## config.mk

```make
export PLATFORM = sky130hd
export DESIGN_NAME = ldc_line_ctrl
export DESIGN_NICKNAME = d
export VERILOG_FILES = /design/src/pkg/ldc_pkg.sv /design/src/pkg/ldc_dec_if.sv /design/src/design/ldc_addr_decode.sv /design/src/design/ldc_line_ctrl.sv
export SDC_FILE = /design/constraint.sdc
export NUM_CORES = 1
export LEC_CHECK = 0
export BUFFER_PORTS_ARGS = -buffer_cell sky130_fd_sc_hd__buf_4
export CAP_MARGIN = 15
export CORE_MARGIN = 3
export CORE_UTILIZATION = 43
export DETAILED_ROUTE_END_ITERATION = 8
export GPL_ROUTABILITY_DRIVEN = 0
export PLACE_DENSITY = 0.72
export SLEW_MARGIN = 20
export SYNTH_ARGS = -nofsm -noshare
export SYNTH_HDL_FRONTEND = slang
export SYNTH_SLANG_ARGS = --single-unit
```

## constraint.sdc

```tcl
create_clock -name CLK -period 2.87 [get_ports CLK]
set_input_delay 0.1435 -clock CLK [delete_from_list [all_inputs] [get_ports CLK]]
set_output_delay 0.1435 -clock CLK [all_outputs]
set_load 0.01 [all_outputs]
```

## src/pkg/ldc_pkg.sv

```systemverilog
// Constants and types shared by the line driver direction control block
`default_nettype none
package ldc_pkg;

    // ****************************************************************
    // Sizes
    // ****************************************************************
    localparam int unsigned NUM_CH       = 8;
    localparam int unsigned SW_BITS      = 8;
    localparam int unsigned NUM_BANKS    = 3;
    localparam int unsigned ADDR_BITS    = 24;
    localparam int unsigned WIN_BITS     = 6;
    localparam int unsigned NORM_TOP     = 8;
    localparam int unsigned EXT_TOP      = 16;
    localparam int unsigned HI_LO        = 16;
    localparam int unsigned HI_TOP       = 21;

    // ****************************************************************
    // Reset and encoded values
    // ****************************************************************
    localparam logic [7:0] TXEN_RESET    = 8'hFF;
    localparam logic       TXEN_ON       = 1'h0;
    localparam logic       TXEN_OFF      = 1'h1;
    localparam logic [1:0] IRQ_TO_INT    = 2'h0;
    localparam logic [1:0] IRQ_TO_NMI    = 2'h1;

    // Multi purpose input index fed by each switch bank
    localparam logic [1:0] BANK1_INPUT   = 2'h3;
    localparam logic [1:0] BANK2_INPUT   = 2'h2;
    localparam logic [1:0] BANK3_INPUT   = 2'h1;

    // ****************************************************************
    // Types
    // ****************************************************************
    typedef enum logic [1:0] {
        LDC_MAP_NORMAL   = 2'b00,
        LDC_MAP_EXTENDED = 2'b01,
        LDC_MAP_ENHANCED = 2'b10
    } ldc_map_type;

endpackage : ldc_pkg
`default_nettype wire

```

## src/pkg/ldc_dec_if.sv

```systemverilog
// Address decode request and answer between the top and the decoder
`timescale 1ns/10ps
`default_nettype none
interface ldc_dec_if;
    import ldc_pkg::*;
    logic [ADDR_BITS-1:0] addr;
    logic                 opfetch_n;
    logic [1:0]           mode;
    logic [15:0]          base;
    logic [4:0]           hi_base;
    logic                 hi_use;
    logic                 hit;

    modport top (output addr, opfetch_n, mode, base, hi_base, hi_use, input hit);
    modport dec (input addr, opfetch_n, mode, base, hi_base, hi_use, output hit);
endinterface : ldc_dec_if
`default_nettype wire

```

## src/design/ldc_addr_decode.sv

```systemverilog
// Window decoder for the three address mapping modes
`timescale 1ns/10ps
`default_nettype none
module ldc_addr_decode
    import ldc_pkg::*;
(
    // Decode group
    ldc_dec_if.dec d
);
    // ****************************************************************
    // Compare fields
    // ****************************************************************
    wire logic norm_ok  = d.addr[NORM_TOP-1:WIN_BITS] == d.base[NORM_TOP-1:WIN_BITS];
    wire logic ext_ok   = d.addr[EXT_TOP-1:NORM_TOP] == d.base[EXT_TOP-1:NORM_TOP];
    // Upper bits and fetch cycle only count when the option is fitted
    wire logic hi_ok    = !d.hi_use ||
                          ((d.addr[HI_TOP-1:HI_LO] == d.hi_base) && d.opfetch_n);

    // ****************************************************************
    // Mode select
    // ****************************************************************
    // Bits above a mode's span are ignored, so the window repeats higher up
    always_comb begin
        unique case (d.mode)
            LDC_MAP_NORMAL:   d.hit = norm_ok;
            LDC_MAP_EXTENDED: d.hit = norm_ok && ext_ok;
            LDC_MAP_ENHANCED: d.hit = norm_ok && ext_ok && hi_ok;
            default:          d.hit = 1'b0;
        endcase
    end
endmodule : ldc_addr_decode
`default_nettype wire

```

## src/design/ldc_line_ctrl.sv

```systemverilog
// Line driver direction control, interrupt routing and switch readback
//
// Summary of operation
// - Enable output low turns transmitter on
// - Reset forces enable outputs 7:0 high, any above bit 7 low
// - Two-wire pair direction follows enable level
// - Receiver keeps listening while channel transmits
// - Serial interrupt routed to NMI or INT
// - Software chooses interrupt causes in controller
// - Open-drain interrupts shared, no vector given
// - Three eight-position switch banks readable
// - Banks feed multi purpose inputs 3,2,1
// - Card decodes a 64-byte relocatable window
// - Three mapping modes selectable
// - Normal mode compares address bits 6,7
// - Enhanced mode adds upper bits and fetch
`timescale 1ns/10ps
`default_nettype none
module ldc_line_ctrl
    import ldc_pkg::*;
#(
    parameter int unsigned CH = NUM_CH
)(
    // Clock, reset, enable
    input  wire logic                 CLK,
    input  wire logic                 SRST,
    input  wire logic                 CE,
    // Direction bit writes from the serial controller output port
    input  wire logic [CH-1:0]        TXEN_WR_MASK,
    input  wire logic [CH-1:0]        TXEN_WR_DATA,
    // Transmit enables to the line drivers, active low
    output logic      [CH-1:0]        TX_ENABLE_N_ALL_CHANNELS,
    // Receiver enables, active low, always listening
    output logic      [CH-1:0]        RX_ENABLE_N,
    // Two-wire mode select per channel, and line direction
    input  wire logic [CH-1:0]        TWO_WIRE_MODE,
    output logic      [CH-1:0]        LINE_IS_TX,
    // Interrupt request from the controller and open-drain bus lines
    input  wire logic                 SERIAL_IRQ_N,
    input  wire logic [1:0]           IRQ_ROUTE,
    output logic                      INT_N_OE,
    output logic                      NMI_N_OE,
    output logic                      INT_N_O,
    output logic                      NMI_N_O,
    // Switch banks, pins, ON reads as zero
    input  wire logic [SW_BITS-1:0]   CONFIG_SWITCH_BANK_1,
    input  wire logic [SW_BITS-1:0]   CONFIG_SWITCH_BANK_2,
    input  wire logic [SW_BITS-1:0]   CONFIG_SWITCH_BANK_3,
    input  wire logic [2:0]           BANK_SCAN,
    output logic      [3:1]           MULTI_PURPOSE_INPUT,
    // Host bus address and strap configuration
    input  wire logic [ADDR_BITS-1:0] BUS_ADDR,
    input  wire logic                 BUS_OPFETCH_N,
    input  wire logic                 BUS_IORQ,
    input  wire logic [1:0]           MAP_MODE,
    input  wire logic [15:0]          MAP_BASE,
    input  wire logic [4:0]           MAP_HI_BASE,
    input  wire logic                 MAP_HI_USE,
    output logic                      CARD_SELECT,
    output logic      [WIN_BITS-1:0]  REG_OFFSET
);

    // ****************************************************************
    // Pin synchronisers
    // ****************************************************************
    localparam int unsigned SW_ALL = SW_BITS * NUM_BANKS;
    logic [SW_ALL-1:0] sw_s1_r, sw_s2_r;
    logic              irq_s1_r, irq_s2_r;

    always_ff @(posedge CLK) begin
        if (SRST) begin
            sw_s1_r  <= '1;
            sw_s2_r  <= '1;
            irq_s1_r <= 1'b1;
            irq_s2_r <= 1'b1;
        end else if (CE) begin
            sw_s1_r  <= {CONFIG_SWITCH_BANK_3, CONFIG_SWITCH_BANK_2, CONFIG_SWITCH_BANK_1};
            sw_s2_r  <= sw_s1_r;
            irq_s1_r <= SERIAL_IRQ_N;
            irq_s2_r <= irq_s1_r;
        end
    end

    // ****************************************************************
    // Transmit enables
    // ****************************************************************
    // Masked write keeps every channel whose mask bit is clear untouched
    logic [CH-1:0] txen_r;
    wire  logic [CH-1:0] txen_nxt = (txen_r & ~TXEN_WR_MASK)
                                  | (TXEN_WR_DATA & TXEN_WR_MASK);

    always_ff @(posedge CLK) begin
        if (SRST) begin
            txen_r <= CH'(TXEN_RESET);
        end else if (CE) begin
            txen_r <= txen_nxt;
        end
    end

    // Driver pin is the register itself, low means driving
    assign TX_ENABLE_N_ALL_CHANNELS = txen_r;

    // ****************************************************************
    // Enable checks
    // ****************************************************************
    chk_reset_enables_high: assert property (@(posedge CLK)
        $past(SRST)
        |-> TX_ENABLE_N_ALL_CHANNELS == CH'(TXEN_RESET))
        else $error("Enables not high after reset");
    chk_write_next_clock: assert property (@(posedge CLK) disable iff (SRST)
        CE && TXEN_WR_MASK[0]
        |=> TX_ENABLE_N_ALL_CHANNELS[0] == $past(TXEN_WR_DATA[0]))
        else $error("Enable write late");
    chk_top_write_lands: assert property (@(posedge CLK) disable iff (SRST)
        CE && TXEN_WR_MASK[CH-1]
        |=> TX_ENABLE_N_ALL_CHANNELS[CH-1] == $past(TXEN_WR_DATA[CH-1]))
        else $error("Top channel write lost");
    chk_others_kept: assert property (@(posedge CLK) disable iff (SRST)
        CE && !TXEN_WR_MASK[1]
        |=> $stable(TX_ENABLE_N_ALL_CHANNELS[1]))
        else $error("Unwritten channel changed");
    chk_frozen_enables: assert property (@(posedge CLK) disable iff (SRST)
        !CE
        |=> $stable(TX_ENABLE_N_ALL_CHANNELS))
        else $error("Enables moved while frozen");

    // ****************************************************************
    // Direction and receiver
    // ****************************************************************
    // Receiver never gated off so the echo reaches software
    logic [CH-1:0] line_tx_r;
    logic [CH-1:0] rx_en_n_r;
    wire  logic [CH-1:0] line_tx_nxt = TWO_WIRE_MODE & ~txen_nxt;

    always_ff @(posedge CLK) begin
        if (SRST) begin
            line_tx_r <= '0;
            rx_en_n_r <= '0;
        end else if (CE) begin
            line_tx_r <= line_tx_nxt;
            rx_en_n_r <= '0;
        end
    end

    assign LINE_IS_TX  = line_tx_r;
    assign RX_ENABLE_N = rx_en_n_r;

    // ****************************************************************
    // Direction checks
    // ****************************************************************
    chk_rx_listening: assert property (@(posedge CLK) disable iff (SRST)
        ##1 RX_ENABLE_N == '0)
        else $error("Receiver disabled");
    chk_dir_follows: assert property (@(posedge CLK) disable iff (SRST)
        CE ##1 CE
        |-> LINE_IS_TX == (TWO_WIRE_MODE & ~TX_ENABLE_N_ALL_CHANNELS)
            || !$stable(TWO_WIRE_MODE))
        else $error("Direction mismatch");
    chk_four_wire_dir: assert property (@(posedge CLK) disable iff (SRST)
        CE
        |=> (LINE_IS_TX & ~$past(TWO_WIRE_MODE)) == '0)
        else $error("Four-wire channel shown as sending");

    // ****************************************************************
    // Interrupt routing
    // ****************************************************************
    // Open drain: we only pull low, so several cards may share a line
    wire logic irq_act = !irq_s2_r;
    wire logic to_nmi  = IRQ_ROUTE == IRQ_TO_NMI;
    wire logic to_int  = IRQ_ROUTE == IRQ_TO_INT;
    logic int_oe_r, nmi_oe_r;

    always_ff @(posedge CLK) begin
        if (SRST) begin
            int_oe_r <= 1'b0;
            nmi_oe_r <= 1'b0;
        end else if (CE) begin
            int_oe_r <= irq_act && to_int;
            nmi_oe_r <= irq_act && to_nmi;
        end
    end

    assign INT_N_OE = int_oe_r;
    assign NMI_N_OE = nmi_oe_r;
    assign INT_N_O  = 1'b0;
    assign NMI_N_O  = 1'b0;

    // ****************************************************************
    // Interrupt checks
    // ****************************************************************
    // Route codes other than the two lines leave both lines released
    chk_one_irq_line: assert property (@(posedge CLK) disable iff (SRST)
        !(INT_N_OE && NMI_N_OE))
        else $error("Both interrupt lines driven");
    chk_irq_route: assert property (@(posedge CLK) disable iff (SRST)
        CE && !irq_s2_r && IRQ_ROUTE == IRQ_TO_NMI
        |=> NMI_N_OE)
        else $error("NMI not driven");
    chk_irq_int_route: assert property (@(posedge CLK) disable iff (SRST)
        CE && !irq_s2_r && IRQ_ROUTE == IRQ_TO_INT
        |=> INT_N_OE)
        else $error("INT not driven");
    chk_irq_released: assert property (@(posedge CLK) disable iff (SRST)
        CE && irq_s2_r
        |=> !INT_N_OE && !NMI_N_OE)
        else $error("Interrupt line held without request");

    // ****************************************************************
    // Switch readback
    // ****************************************************************
    // One switch position per bank is presented at a time
    logic [3:1] mpi_r;
    wire  logic [SW_BITS-1:0] bank1 = sw_s2_r[SW_BITS-1:0];
    wire  logic [SW_BITS-1:0] bank2 = sw_s2_r[2*SW_BITS-1:SW_BITS];
    wire  logic [SW_BITS-1:0] bank3 = sw_s2_r[SW_ALL-1:2*SW_BITS];
    // Scan select comes from logic on this clock, so it needs no synchroniser
    wire  logic               bank1_bit = bank1[BANK_SCAN];
    wire  logic               bank2_bit = bank2[BANK_SCAN];
    wire  logic               bank3_bit = bank3[BANK_SCAN];

    always_ff @(posedge CLK) begin
        if (SRST) begin
            mpi_r <= '1;
        end else if (CE) begin
            mpi_r[BANK1_INPUT] <= bank1_bit;
            mpi_r[BANK2_INPUT] <= bank2_bit;
            mpi_r[BANK3_INPUT] <= bank3_bit;
        end
    end

    assign MULTI_PURPOSE_INPUT = mpi_r;

    // ****************************************************************
    // Switch checks
    // ****************************************************************
    chk_bank1_input: assert property (@(posedge CLK) disable iff (SRST)
        CE
        |=> MULTI_PURPOSE_INPUT[BANK1_INPUT] == $past(bank1_bit))
        else $error("First bank on wrong input");
    chk_bank2_input: assert property (@(posedge CLK) disable iff (SRST)
        CE
        |=> MULTI_PURPOSE_INPUT[BANK2_INPUT] == $past(bank2_bit))
        else $error("Second bank on wrong input");
    chk_bank3_input: assert property (@(posedge CLK) disable iff (SRST)
        CE
        |=> MULTI_PURPOSE_INPUT[BANK3_INPUT] == $past(bank3_bit))
        else $error("Third bank on wrong input");

    // ****************************************************************
    // Window decode
    // ****************************************************************
    ldc_dec_if dif ();
    assign dif.addr      = BUS_ADDR;
    assign dif.opfetch_n = BUS_OPFETCH_N;
    assign dif.mode      = MAP_MODE;
    assign dif.base      = MAP_BASE;
    assign dif.hi_base   = MAP_HI_BASE;
    assign dif.hi_use    = MAP_HI_USE;

    ldc_addr_decode u_dec (
        .d (dif.dec)
    );

    logic                sel_r;
    logic [WIN_BITS-1:0] off_r;

    always_ff @(posedge CLK) begin
        if (SRST) begin
            sel_r <= 1'b0;
            off_r <= '0;
        end else if (CE) begin
            sel_r <= BUS_IORQ && dif.hit;
            off_r <= BUS_ADDR[WIN_BITS-1:0];
        end
    end

    assign CARD_SELECT = sel_r;
    assign REG_OFFSET  = off_r;

    // ****************************************************************
    // Decode checks
    // ****************************************************************
    chk_idle_no_select: assert property (@(posedge CLK) disable iff (SRST)
        CE && !BUS_IORQ
        |=> !CARD_SELECT)
        else $error("Select without bus cycle");
    chk_offset_follows: assert property (@(posedge CLK) disable iff (SRST)
        CE
        |=> REG_OFFSET == $past(BUS_ADDR[WIN_BITS-1:0]))
        else $error("Offset not taken");
    chk_window_sel: assert property (@(posedge CLK) disable iff (SRST)
        CE && BUS_IORQ && MAP_MODE == LDC_MAP_NORMAL
        && BUS_ADDR[NORM_TOP-1:WIN_BITS] != MAP_BASE[NORM_TOP-1:WIN_BITS]
        |=> !CARD_SELECT)
        else $error("Select outside window");
    chk_window_hit: assert property (@(posedge CLK) disable iff (SRST)
        CE && BUS_IORQ && MAP_MODE == LDC_MAP_NORMAL
        && BUS_ADDR[NORM_TOP-1:WIN_BITS] == MAP_BASE[NORM_TOP-1:WIN_BITS]
        |=> CARD_SELECT)
        else $error("Window not selected");
    chk_no_map_hit: assert property (@(posedge CLK) disable iff (SRST)
        CE && !(MAP_MODE inside {LDC_MAP_NORMAL, LDC_MAP_EXTENDED, LDC_MAP_ENHANCED})
        |=> !CARD_SELECT)
        else $error("Select in unused mapping mode");
    chk_fetch_excluded: assert property (@(posedge CLK) disable iff (SRST)
        CE && MAP_MODE == LDC_MAP_ENHANCED && MAP_HI_USE && !BUS_OPFETCH_N
        |=> !CARD_SELECT)
        else $error("Select on fetch cycle");
endmodule : ldc_line_ctrl
`default_nettype wire

```

After elaboration in Yosys (flattened, before gate mapping)
Cells that the tools add are included.
{ "totals": {"reg_bits": 78, "latch_bits": 0, "mem_bits_rw": 0, "romBits": 0, "inputBits": 107, "mem_count": 0} }
{ "op_classes": {"n_addsub": 0, "n_mul": 0, "div": 0, "magnitude_cmp": 1, "n_eq_ne": 6, "shift": 0, "n_mux": 7, "n_bitwise": 6, "reduce_logical": 11} }
{ "ops": {"columns": ["cell", "count"], "rows": [
  ["bitwise AND 8 bit", 3],
  ["inverter 8 bit", 2],
  ["binary-select mux 1 bit (select 3 bit)", 3],
  ["equality test 8 bit", 1],
  ["bitwise OR 8 bit", 1],
  ["logical AND 1 bit", 6],
  ["equality test 5 bit", 1],
  ["equality test 2 x 1 -> 1 bit, second input constant", 2],
  ["logical NOT 2 bit", 2],
  ["< comparator 3 x 4 -> 1 bit, second input constant", 1],
  ["2-to-1 mux 1 bit", 3],
  ["case mux 1 bit (3 select lines)", 1],
  ["equality test 2 bit", 1],
  ["equality test 2 bit, second input constant", 1],
  ["logical NOT 1 bit", 2],
  ["logical OR 1 bit", 1]
]} }

Depth between registers and ports, before layout
Gate-level depths: netlist (run 1).
{ "depth": {"ltp_word": 6, "depth_mapped": 5, "ltp_nobuf": 4} }

Hierarchy
Synthesis (run 1) repeated with hierarchy kept, for this count alone.
{ "unflattened": {"hier_cells": 334, "area_unflattened_um2": 3373.2} }
{ "modules_own_cells": {"columns": ["mod", "n_inst", "cells_each", "area_each_um2", "seq_area_each_um2"], "rows": [
  ["ldc_line_ctrl", 1, 308, 3159.3, 1561.5],
  ["ldc_addr_decode", 1, 26, 214.0, 0.0]
]} }

Worst setup path after synthesis (run 1)
Ideal clock, no wire load.
{ "synth_timing": {"kind": "input -> register", "start": "in BANK_SCAN[0]", "end": "reg mpi_r, in the netlist MULTI_PURPOSE_INPUT[1]", "setup_ns": 0.124, "arrival_time_ns": 0.970, "required_time_ns": 2.746, "slack_ns": 1.775, "path_stages": 4, "n_path_buf": 1, "cell_sequence": "buf_6 mux4_1 mux2i_1 a21oi_1"} }
{ "synth_via": {"elab_chain_cells": 2} }
{ "synth_lines": {"columns": ["element", "line_no", "text"], "rows": [
  ["from (decl)", "ldc_line_ctrl.sv:49", "input wire logic [2:0] BANK_SCAN,"],
  ["binary-select mux 1 bit (select 3 bit)", "ldc_line_ctrl.sv:219", "wire logic bank3_bit = bank3[BANK_SCAN];"],
  ["2-to-1 mux 1 bit (implied by the code)", "ldc_line_ctrl.sv:219", null],
  ["to (signal, indexed assignment)", "ldc_line_ctrl.sv:225", "mpi_r[BANK1_INPUT] <= bank1_bit;"],
  ["to (signal, indexed assignment)", "ldc_line_ctrl.sv:226", "mpi_r[BANK2_INPUT] <= bank2_bit;"],
  ["to (signal, indexed assignment)", "ldc_line_ctrl.sv:227", "mpi_r[BANK3_INPUT] <= bank3_bit;"],
  ["to (decl)", "ldc_line_ctrl.sv:212", "logic [3:1] mpi_r;"]
]} }
Every way passes these cells. The select of a mux whose other input is x is not followed.
A chain may end at the register's enable or synchronous reset.

==> results of run 1 <==
[power groups by stage]
| stage | logic [uW] | registers, uW | clock network (uW) |
|---|---|---|---|
| after floorplan | 206 | 1200 | 0 |
| after global placement | 351 | 1200 | 0 |
| after detailed placement | 357 | 1200 | 0 |
| after CTS | 383 | 1180 | 895 |
| after global routing | 421 | 1190 | 942 |
| final | 380 | 1180 | 863 |
[layout make-up]
class,count,area (um2),share of cell area [%]
Multi-Input combinational cell,226,1660,35.0
Clock buffer,9,124,2.61
Timing Repair Buffer,151,1190,25.1
Tap cell,99,124,2.61
Clock inverter,6,87.6,1.84
Sequential cell,78,1560,32.9
[cell usage after synthesis (all sizes together), types with 8 or more instances]
library cell / n
a211o: 50
dfxtp: 78
or2: 8
nor2: 16
nand2b: 9
nand3: 9
a21oi: 20
clkbuf: 11
mux2i: 18
xnor2: 14
nor2b: 51
buf: 25
[through the flow]
stage / total power (uW) / cell area [um2] / hold WS [ns] / worst slack [ns]
after floorplan: 1410 / 3420 / 0.266 / 1.78
after global placement: 1550 / 4310 / 0.348 / 1.20
after detailed placement: 1560 / 4310 / 0.354 / 1.15
after CTS: 2460 / 4740 / 0.00574 / 1.52
after global routing: 2550 / 4750 / 0.00546 / 1.38
final: 2420 / 4750 / 0.0206 / 1.50
[cell families (layout without fill, tap and decap cells)]
| logic type | after synthesis | count (layout) |
|---|---|---|
| and+or+nand+nor | 104 | 104 |
| DFF | 78 | 78 |
| AOI/OAI and AO/OA | 73 | 73 |
| buffers and inverters | 36 | 166 |
| muxes | 24 | 24 |
| xor gates and xnor gates | 15 | 15 |
| other | 1 | 10 |
[sequential cells by signal, indices dropped and copies added (netlist names)]
register,flops
sw_s1_r,24
sw_s2_r,24
LINE_IS_TX,8
TX_ENABLE_N_ALL_CHANNELS,8
REG_OFFSET,6
MULTI_PURPOSE_INPUT,3
CARD_SELECT,1
INT_N_OE,1
NMI_N_OE,1
irq_s1_r,1
irq_s2_r,1
[how the worst max path moves through the flow]
stage	end	slack (ns)
3_5_place_dp	sw_s1_r[4]$_SDFFE_PP1P_	1.15
3_3_place_gp	sw_s1_r[1]$_SDFFE_PP1P_	1.20
4_1_cts	sw_s2_r[7]$_SDFFE_PP1P_	1.52
6_report	sw_s2_r[7]$_SDFFE_PP1P_	1.50
5_1_grt	sw_s2_r[7]$_SDFFE_PP1P_	1.38
2_1_floorplan	MULTI_PURPOSE_INPUT[1]$_SDFFE_PP1P_	1.78
[layer usage]
layer	global-route usage, %	vias up
met5	0	-
met1	20.9	1207
met2	25.5	97
met4	6.49	0
met3	4.38	5
li1	-	1426
==> impl_results.md, run 1 <==
* Post-route minimum period at 1.37 ns
* Initial Util at 45.5%
* Post-synthesis register bit count at 78
* H-tree levels at 3
* Core area at 7450 um2
* Wire length on met1 at 3100 um
* Sw Share at 23.0%
* Global route overflow at 0
* GRT Overall Usage at 16.2%
* Die Y at 94.8 um
* Die area at 8990 um2
* Hold crit path type: primary input to register
* Yosys cell types at 25
* Internal reg-to-reg setup slack at 1.63 ns
* Mux cell area share after synthesis at 9.96%
* Vias per Instance at 4.81
* CTS tree: done
* Hold EP: sw_s1_r[23]$_SDFFE_PP1P_
* Routed WL per cell at 12.7 um
* Reg clk slew, reported paths at 0.07 ns
* Async S/R FF share, synth at 0%
* Detailed Route WL at 7240 um
* Layout Utilization at 63.8%
* Hold wc startpoint: CONFIG_SWITCH_BANK_3[7]
* Final setup vio count at 0
* Lkg Pwr at 0.00205 uW
* # IOs at 145
* Max-cap violations at 0
* Die width at 94.8 um
* Hold depth at 2
* Post-synthesis sequential area ratio at 46.1%
* Vias in the first global route at 2473
* Post-DP HPWL at 4950 um
* EDFF count, synth at 0
* Xor-xnor portion of the synthesized cell area at 3.87%
* Initial antenna violation count at 0
* Avg Inst Size Synth at 10.2 um2
* Crit-path most repeated cell: buf_4
* Post-Synth Adder-Cell Area at 0%
* WP depth at 4
* Final std cells w/o fill at 569
* Worst path bufs/invs at 2
* Max VDD drop at 0.359 mV
* Status: finished clean
* Port bufs at 125
* R2R depth at 3
* Setup Skew at 0.00550 ns
* Clock buffer count from CTS at 9
* Simple-gate share of the synthesized area at 17.5%
* Yosys top cell area share at 46.1%
* Pin count of the biggest net entering global routing at 96
* Final net count at 573
* Synth top area cells: dfxtp_1, a211o_1, nor2b_1
* Largest family of logic cells by synthesized area: simple AND/OR/NAND/NOR gates
* Ant. Diodes at 0
* DR iter-0 viols at 73
* Vias at 2735
* Crit-path cells: buf_4 -> buf_4 -> nor2b_1 -> a211o_1
* Switch Pwr at 558 uW
* Fmax at 0.728 GHz
* Crit. End Element: register
* Layout cell share with drive strength beyond 1 at 32.1%
* Routed Antenna Nets at 0
* Mapped Cells at 331
* Post-route setup TNS at 0 ns
* RSZ-0062 raised after global routing: no
* Top Layer Used: met4
* Metal3 WL at 657 um
* Row cnt at 31
* Measured slew at the worst slew-check pin at 0.890 ns
* Cell family contributing the most delay on the critical path: buffers and inverters
* Clock sinks at 78
* Logic gate share of total power at 15.7%
* Crit-path max FO at 95
* CTS resizes at 0
* Largest area contributor in the netlist: dfxtp_1
* Critical path required time at 3.10 ns
* Crit path largest cell delay at 0.65 ns
* Critical path class: primary input to register
* Reg-to-Reg End: MULTI_PURPOSE_INPUT[3]$_SDFFE_PP1P_
* First-pass GRT wire length at 11500 um
* Power Density at 509 nW/um2
* Layout area overhead at 40.1%
* Commonest non-fill, non-tap cells in the layout: buf_4, dfxtp_1, nor2b_1, a211o_1, dlygate4sd3_1
* Final hold vios at 0
* Routed wl met2 at 3410 um
* Most common cell after layout, fill and taps aside: buf_4
* Critical Path AT at 1.61 ns
* Max clock buf depth at 2
* Crit path max-delay cell type: buf_4
* Clock Latency Late Sink at 0.34 ns
* Power share of the sequential group at 48.6%
* Fillers at 631
* YS warnings at 0
* Post-CTS setup buffer count at 0
* Slew headroom at 40.7%
* Clk pwr share at 35.6%
* Placed cell count at 531
* Syn Std Cell Area at 3390 um2
* Startpoint Class: primary input
* Fin. max-slew vios at 0
* Reg-to-Reg Start: sw_s2_r[5]$_SDFFE_PP1P_
* DRC Markers at 0
* Post-CTS Hold Fix Bufs at 22
* Synth Flop Type: dfxtp_1
* Internal power at 1860 uW
* Compound-Gate Fraction of Synth Area at 16.6%
* Crit path from: CE
* Initial DRT Pass Iterations at 4
* CTS root buf: clkbuf_8
* Final Cycle Share at 47.9%
No activity file was read; power rests on OpenSTA's default activity.
==> run 2, diff against run 1 <==
ABC_AREA = 1   (was default)
PLACE_DENSITY = 0.73   (was 0.72)
clock period = 1.3 ns   (was 2.87 ns; I/O delays follow)
==> impl_results.md, run 2 <==
* Post-route setup TNS at 0 ns
* Synth cell count leaders: nand2_1, dfxtp_1, a21oi_1
* Initial antenna violation count at 0
* First-pass GRT wire length at 14000 um
* Routed Antenna Nets at 0
* Vias in the first global route at 3100
* Critical Path AT at 1.32 ns
* Post-synthesis register bit count at 78
* Fmax at 0.968 GHz
* EDFF count, synth at 0
* Final setup vio count at 0
* Row cnt at 31
* Die area at 8830 um2
* Routed WL per cell at 12.2 um
* Pin count of the biggest net entering global routing at 61
* RSZ-0062 raised after global routing: no
* Async S/R FF share, synth at 0%
* Most common cell after layout, fill and taps aside: buf_4
* GRT Overall Usage at 19.9%
* Layout cell share with drive strength beyond 1 at 25.2%
* Synth Flop Type: dfxtp_1
* Port bufs at 125
* DRC Markers at 0
* Final hold vios at 0
* Post-DP HPWL at 5870 um
* YS warnings at 0
* Vias at 3358
* Status: finished clean
* Vias per Instance at 4.75
* Worst path bufs/invs at 2
* Crit. End Element: register
* Detailed Route WL at 8640 um
* Final Cycle Share at 79.5%
* Clock buffer count from CTS at 9
* Crit path largest cell delay at 0.54 ns
* Crit-path most repeated cell: a21oi_1
* Max clock buf depth at 2
* Cell family contributing the most delay on the critical path: buffers and inverters
* Post-route minimum period at 1.03 ns
* Hold crit path type: primary input to register
* DR iter-0 viols at 125
* Power Density at 1110 nW/um2
* Clock sinks at 78
* Critical path class: primary input to register
* Synth top area cells: dfxtp_1, nand2_1, a21oi_1
* Max-cap violations at 0
* Area occupied by registers at 1560 um2
* Commonest non-fill, non-tap cells in the layout: buf_4, nand2_1, dfxtp_1, a21oi_1, o21ai_0
* Initial DRT Pass Iterations at 4
* Layout Utilization at 66.0%
* Layout area overhead at 46.2%
* Reg clk slew, reported paths at 0.08 ns
* Fin. max-slew vios at 0
* Global route overflow at 0
* Die Y at 93.9 um
* Post-synthesis sequential area ratio at 47.0%
* Fillers at 654
* Crit path max-delay cell type: dlygate4sd3_1
* Core area at 7370 um2
* Syn Std Cell Area at 3330 um2
* Avg Inst Size Synth at 7.39 um2
* H-tree levels at 3
* Crit-path cells: dlygate4sd3_1 -> buf_4 -> or2_2 -> a21oi_1 -> nand2_1 -> a21oi_1
* Lkg Pwr at 0.00243 uW
* Yosys cell types at 21
* Yosys top cell area share at 47.0%
* Final net count at 710
* Most frequent cell after synthesis: nand2_1
* Setup Skew at 0.00730 ns
* Area occupied by multi-input gates at 1430 um2
* Clock Latency Late Sink at 0.35 ns
* Die width at 93.9 um
* Critical path required time at 1.58 ns
* Max VDD drop at 0.575 mV
* CTS tree: done
* Mapped Cells at 450
* Largest area contributor in the netlist: dfxtp_1
* CTS root buf: clkbuf_8
* Ant. Diodes at 0
* Crit-path max FO at 2
* Leading registers by flop count: sw_s1_r x24, sw_s2_r x24
* Startpoint Class: primary input
* Initial Util at 45.1%
* # IOs at 145
==> run 2: cell types whose count changed after synthesis, moves of 29 or more <==
cell	before	now
nand2_1	1	95
nor2b_1	51	0
a211o_1	50	0
o21ai_0	0	47
inv_1	0	36
nand3_1	9	38
==> run 2: layout make-up <==
class / count / area share [%]
timing repair buffer: 170 / 28.7
clock buffer: 11 / 2.91
sequential: 78 / 32.1
multi-input combinational: 305 / 29.5
tap: 99 / 2.55
clock inverter: 5 / 1.21
inverter: 39 / 3.01
==> run 2: kinds of logic after synthesis <==
| kind of cell | synth area share (%) |
|---|---|
| mux | 2.41 |
| simple gates | 22.4 |
| xor+xnor | 2.11 |
| buf+inv | 10.9 |
| other cells | 0.113 |
| flops | 47.0 |
| compound gates | 15.0 |
==> run 2: path summary, 6_finish.rpt <==
kind | startpoint | endpoint | slack [ns] | depth (start not counted)
worst min-delay path | TWO_WIRE_MODE[6] | LINE_IS_TX[6]$_SDFFE_PP0P_ | 0.01 | 3
worst min register to register | sw_s2_r[16]$_SDFFE_PP1P_ | sw_s2_r[16]$_SDFFE_PP1P_ | 0.46 | 2
worst max register to register | sw_s2_r[0]$_SDFFE_PP1P_ | MULTI_PURPOSE_INPUT[3]$_SDFFE_PP1P_ | 0.40 | 4
worst max-delay path | MAP_MODE[1] | CARD_SELECT$_SDFFE_PP0P_ | 0.27 | 6
==> run 2: stage by stage <==
step	instance area, um2	total power, uW	instances	hold WS (ns)	worst slack [ns]
final	4860	5390	707	0.0131	0.267
after global routing	4860	5670	707	0.0156	0.194
after global placement	4280	3500	653	0.277	0.290
after detailed placement	4280	3530	653	0.279	0.284
after CTS	4860	5420	707	0.000723	0.280
after floorplan	3360	3140	459	0.191	0.519
==> run 2: worst min-delay path, stage by stage <==
cell,delay [ns]
buf_4,0.11
nor2_1,0.09
nor3_1,0.06
==> run 2: per-layer routing <==
metal	vias to the layer above	GRT usage, %	part of all wire, %
met5	-	0	0
li1	1740	-	-
met1	1516	22.8	40
met3	11	5.05	5.6
met2	91	35.6	52
met4	0	6.62	2.0
==> run 2: repair_timing <==
action | in CTS | in global routing
hold buffers | 38 | 0
setup buffers | 0 | 0
hold endpoints to repair | 38 | 0
gates resized for setup | 0 | 0
==> run 2: report_power, final <==
group	switching (uW)	leakage [uW]	internal, uW
Combinational	435	0.00169	512
Clock	870	0.0000955	939
Sequential	79.5	0.000648	2550
==> run 3, diff against run 2 <==
PLACE_DENSITY = 0.75   (was 0.73)
clock period = 0.9 ns   (was 1.3 ns; I/O delays follow)
==> impl_results.md, run 3 (synthesis results as in run 2) <==
* Lkg Pwr at 0.00246 uW
* Most common cell after layout, fill and taps aside: buf_4
* Critical path required time at 1.13 ns
* Crit. End Element: register
* R2R depth at 6
* Logic gate share of total power at 18.2%
* Port bufs at 125
* Fillers at 639
* Max VDD drop at 0.718 mV
* Ant. Diodes at 0
* Crit path from: sw_s2_r[1]$_SDFFE_PP1P_
* CTS tree: done
* Clk pwr share at 33.0%
* Reg clk slew, reported paths at 0.08 ns
* Hold crit path type: primary input to register
* Clock sinks at 78
* Placed cell count at 655
* Vias in the first global route at 3070
* Vias per Instance at 4.69
* Vias at 3316
* Final net count at 711
* Post-DP HPWL at 5920 um
* Clock Latency Late Sink at 0.33 ns
* Final Cycle Share at 97.5%
* Commonest non-fill, non-tap cells in the layout: buf_4, nand2_1, dfxtp_1, a21oi_1
* Final Total Pwr at 7790 uW
* Reg-to-Reg End: MULTI_PURPOSE_INPUT[3]$_SDFFE_PP1P_
* Layout cell share with drive strength beyond 1 at 27.3%
* Sw Share at 24.4%
* Initial antenna violation count at 0
* CTS root buf: clkbuf_8
* Leading registers by flop count: sw_s1_r x24, sw_s2_r x24
* Routed WL per cell at 12.1 um
* Die width at 93.9 um
* Reg-to-Reg Start: sw_s2_r[1]$_SDFFE_PP1P_
* Final setup vio count at 0
* Final worst slack at 0.0224 ns
* Initial DRT Pass Iterations at 4
* Critical Path AT at 1.11 ns
* GRT Overall Usage at 18.9%
* Setup Skew at 0.00752 ns
* Post-route minimum period at 0.878 ns
* DR iter-0 viols at 123
* Max-cap violations at 0
* Fin. max-slew vios at 0
* Switch Pwr at 1900 uW
* Final hold vios at 0
* Global route overflow at 0
* RSZ-0062 raised after global routing: yes
* Fmax at 1.14 GHz
* CP endpoint: MULTI_PURPOSE_INPUT[3]$_SDFFE_PP1P_
* Die Y at 93.9 um
* Pin count of the biggest net entering global routing at 90
* Crit-path max FO at 2
* Routed Antenna Nets at 0
* Internal reg-to-reg setup slack at 0.02 ns
* H-tree levels at 3
* Clock buffer count from CTS at 9
* Detailed Route WL at 8550 um
* Internal power at 5890 uW
* First-pass GRT wire length at 13400 um
* Initial Util at 45.1%
* DRC Markers at 0
* Startpoint Class: register
* Layout area overhead at 48.8%
* Core area at 7370 um2
* Final std cells w/o fill at 707
* Post-CTS setup buffer count at 0
* Pre-CTS setup slack at -0.0179 ns
* Status: finished clean
* Critical path class: register to register
* Power Density at 1570 nW/um2
* Layout Utilization at 67.2%
* Die area at 8830 um2
* # IOs at 145
* Max clock buf depth at 2
* Row cnt at 31
* Power share of the sequential group at 48.9%
## run 3: changes by cell type in the layout (fill, tap and decap cells not counted), sizes merged
cell / change
clkinvlp: -2
dlygate4sd3: -1
clkbuf: +1
buf: +2
## run 3: layer usage
| layer | global-route usage [%] | vias up | wire length [um] |
|---|---|---|---|
| met4 | 9.27 | 0 | 201 |
| met3 | 2.80 | 15 | 434 |
| met5 | 0 | - | 0 |
| met2 | 34.8 | 88 | 4480 |
| li1 | - | 1735 | - |
| met1 | 21.0 | 1478 | 3430 |
## run 3: per-stage QoR
| stage | setup TNS, ns | hold WS [ns] | area, um2 |
|---|---|---|---|
| detailed placement | -0.0179 | 0.260 | 4360 |
| global route | -0.130 | 0.00632 | 4950 |
| CTS | 0 | 0.000659 | 4930 |
| finish | 0 | 0.00864 | 4950 |
| global placement | 0 | 0.257 | 4360 |
| floorplan | 0 | 0.171 | 3360 |
## run 3: worst max-delay path: stages (launching register included)
cell and delay, ns:
dfxtp_1 0.30, inv_1 0.07, a21oi_1 0.06, o21ai_1 0.11, nand3_1 0.09, nand3_1 0.09
nand2_1 0.05
## run 3: power by group through the flow
stage	registers, uW	logic, uW	clock network [uW]
floorplan	3890	640	0
global placement	3870	1240	0
detailed placement	3870	1270	0
CTS	3800	1410	2640
global route	3830	1570	2770
finish	3810	1420	2570
## run 3: worst min path at each step
stage	to	cells past startpoint	slack (ns)	from
final	LINE_IS_TX[1]$_SDFFE_PP0P_	3	0.009	TWO_WIRE_MODE[1]
after global routing	LINE_IS_TX[1]$_SDFFE_PP0P_	3	0.006	TWO_WIRE_MODE[1]
after CTS	LINE_IS_TX[1]$_SDFFE_PP0P_	3	0.0007	TWO_WIRE_MODE[1]
after detailed placement	sw_s1_r[14]$_SDFFE_PP1P_	3	0.26	CONFIG_SWITCH_BANK_2[6]
after global placement	sw_s1_r[5]$_SDFFE_PP1P_	3	0.26	CONFIG_SWITCH_BANK_1[5]
after floorplan	sw_s1_r[19]$_SDFFE_PP1P_	2	0.17	CONFIG_SWITCH_BANK_3[3]
## run 3: layout make-up
cell class	count	area [um2]	area share (%)
clock buffers	12	155	3.13
clock inverters	3	43.8	0.885
inverters	39	146	2.96
multi-input cells	305	1450	29.2
flip-flops and latches	78	1570	31.7
well taps	99	124	2.50
repair buffers	171	1460	29.6
## run 3: repair_timing
action	CTS	global route
pin swaps	0	3
hold endpoints to repair	37	0
setup endpoints to repair	4	8
hold buffers	37	0
cloned	0	0
gates resized for setup	5	16
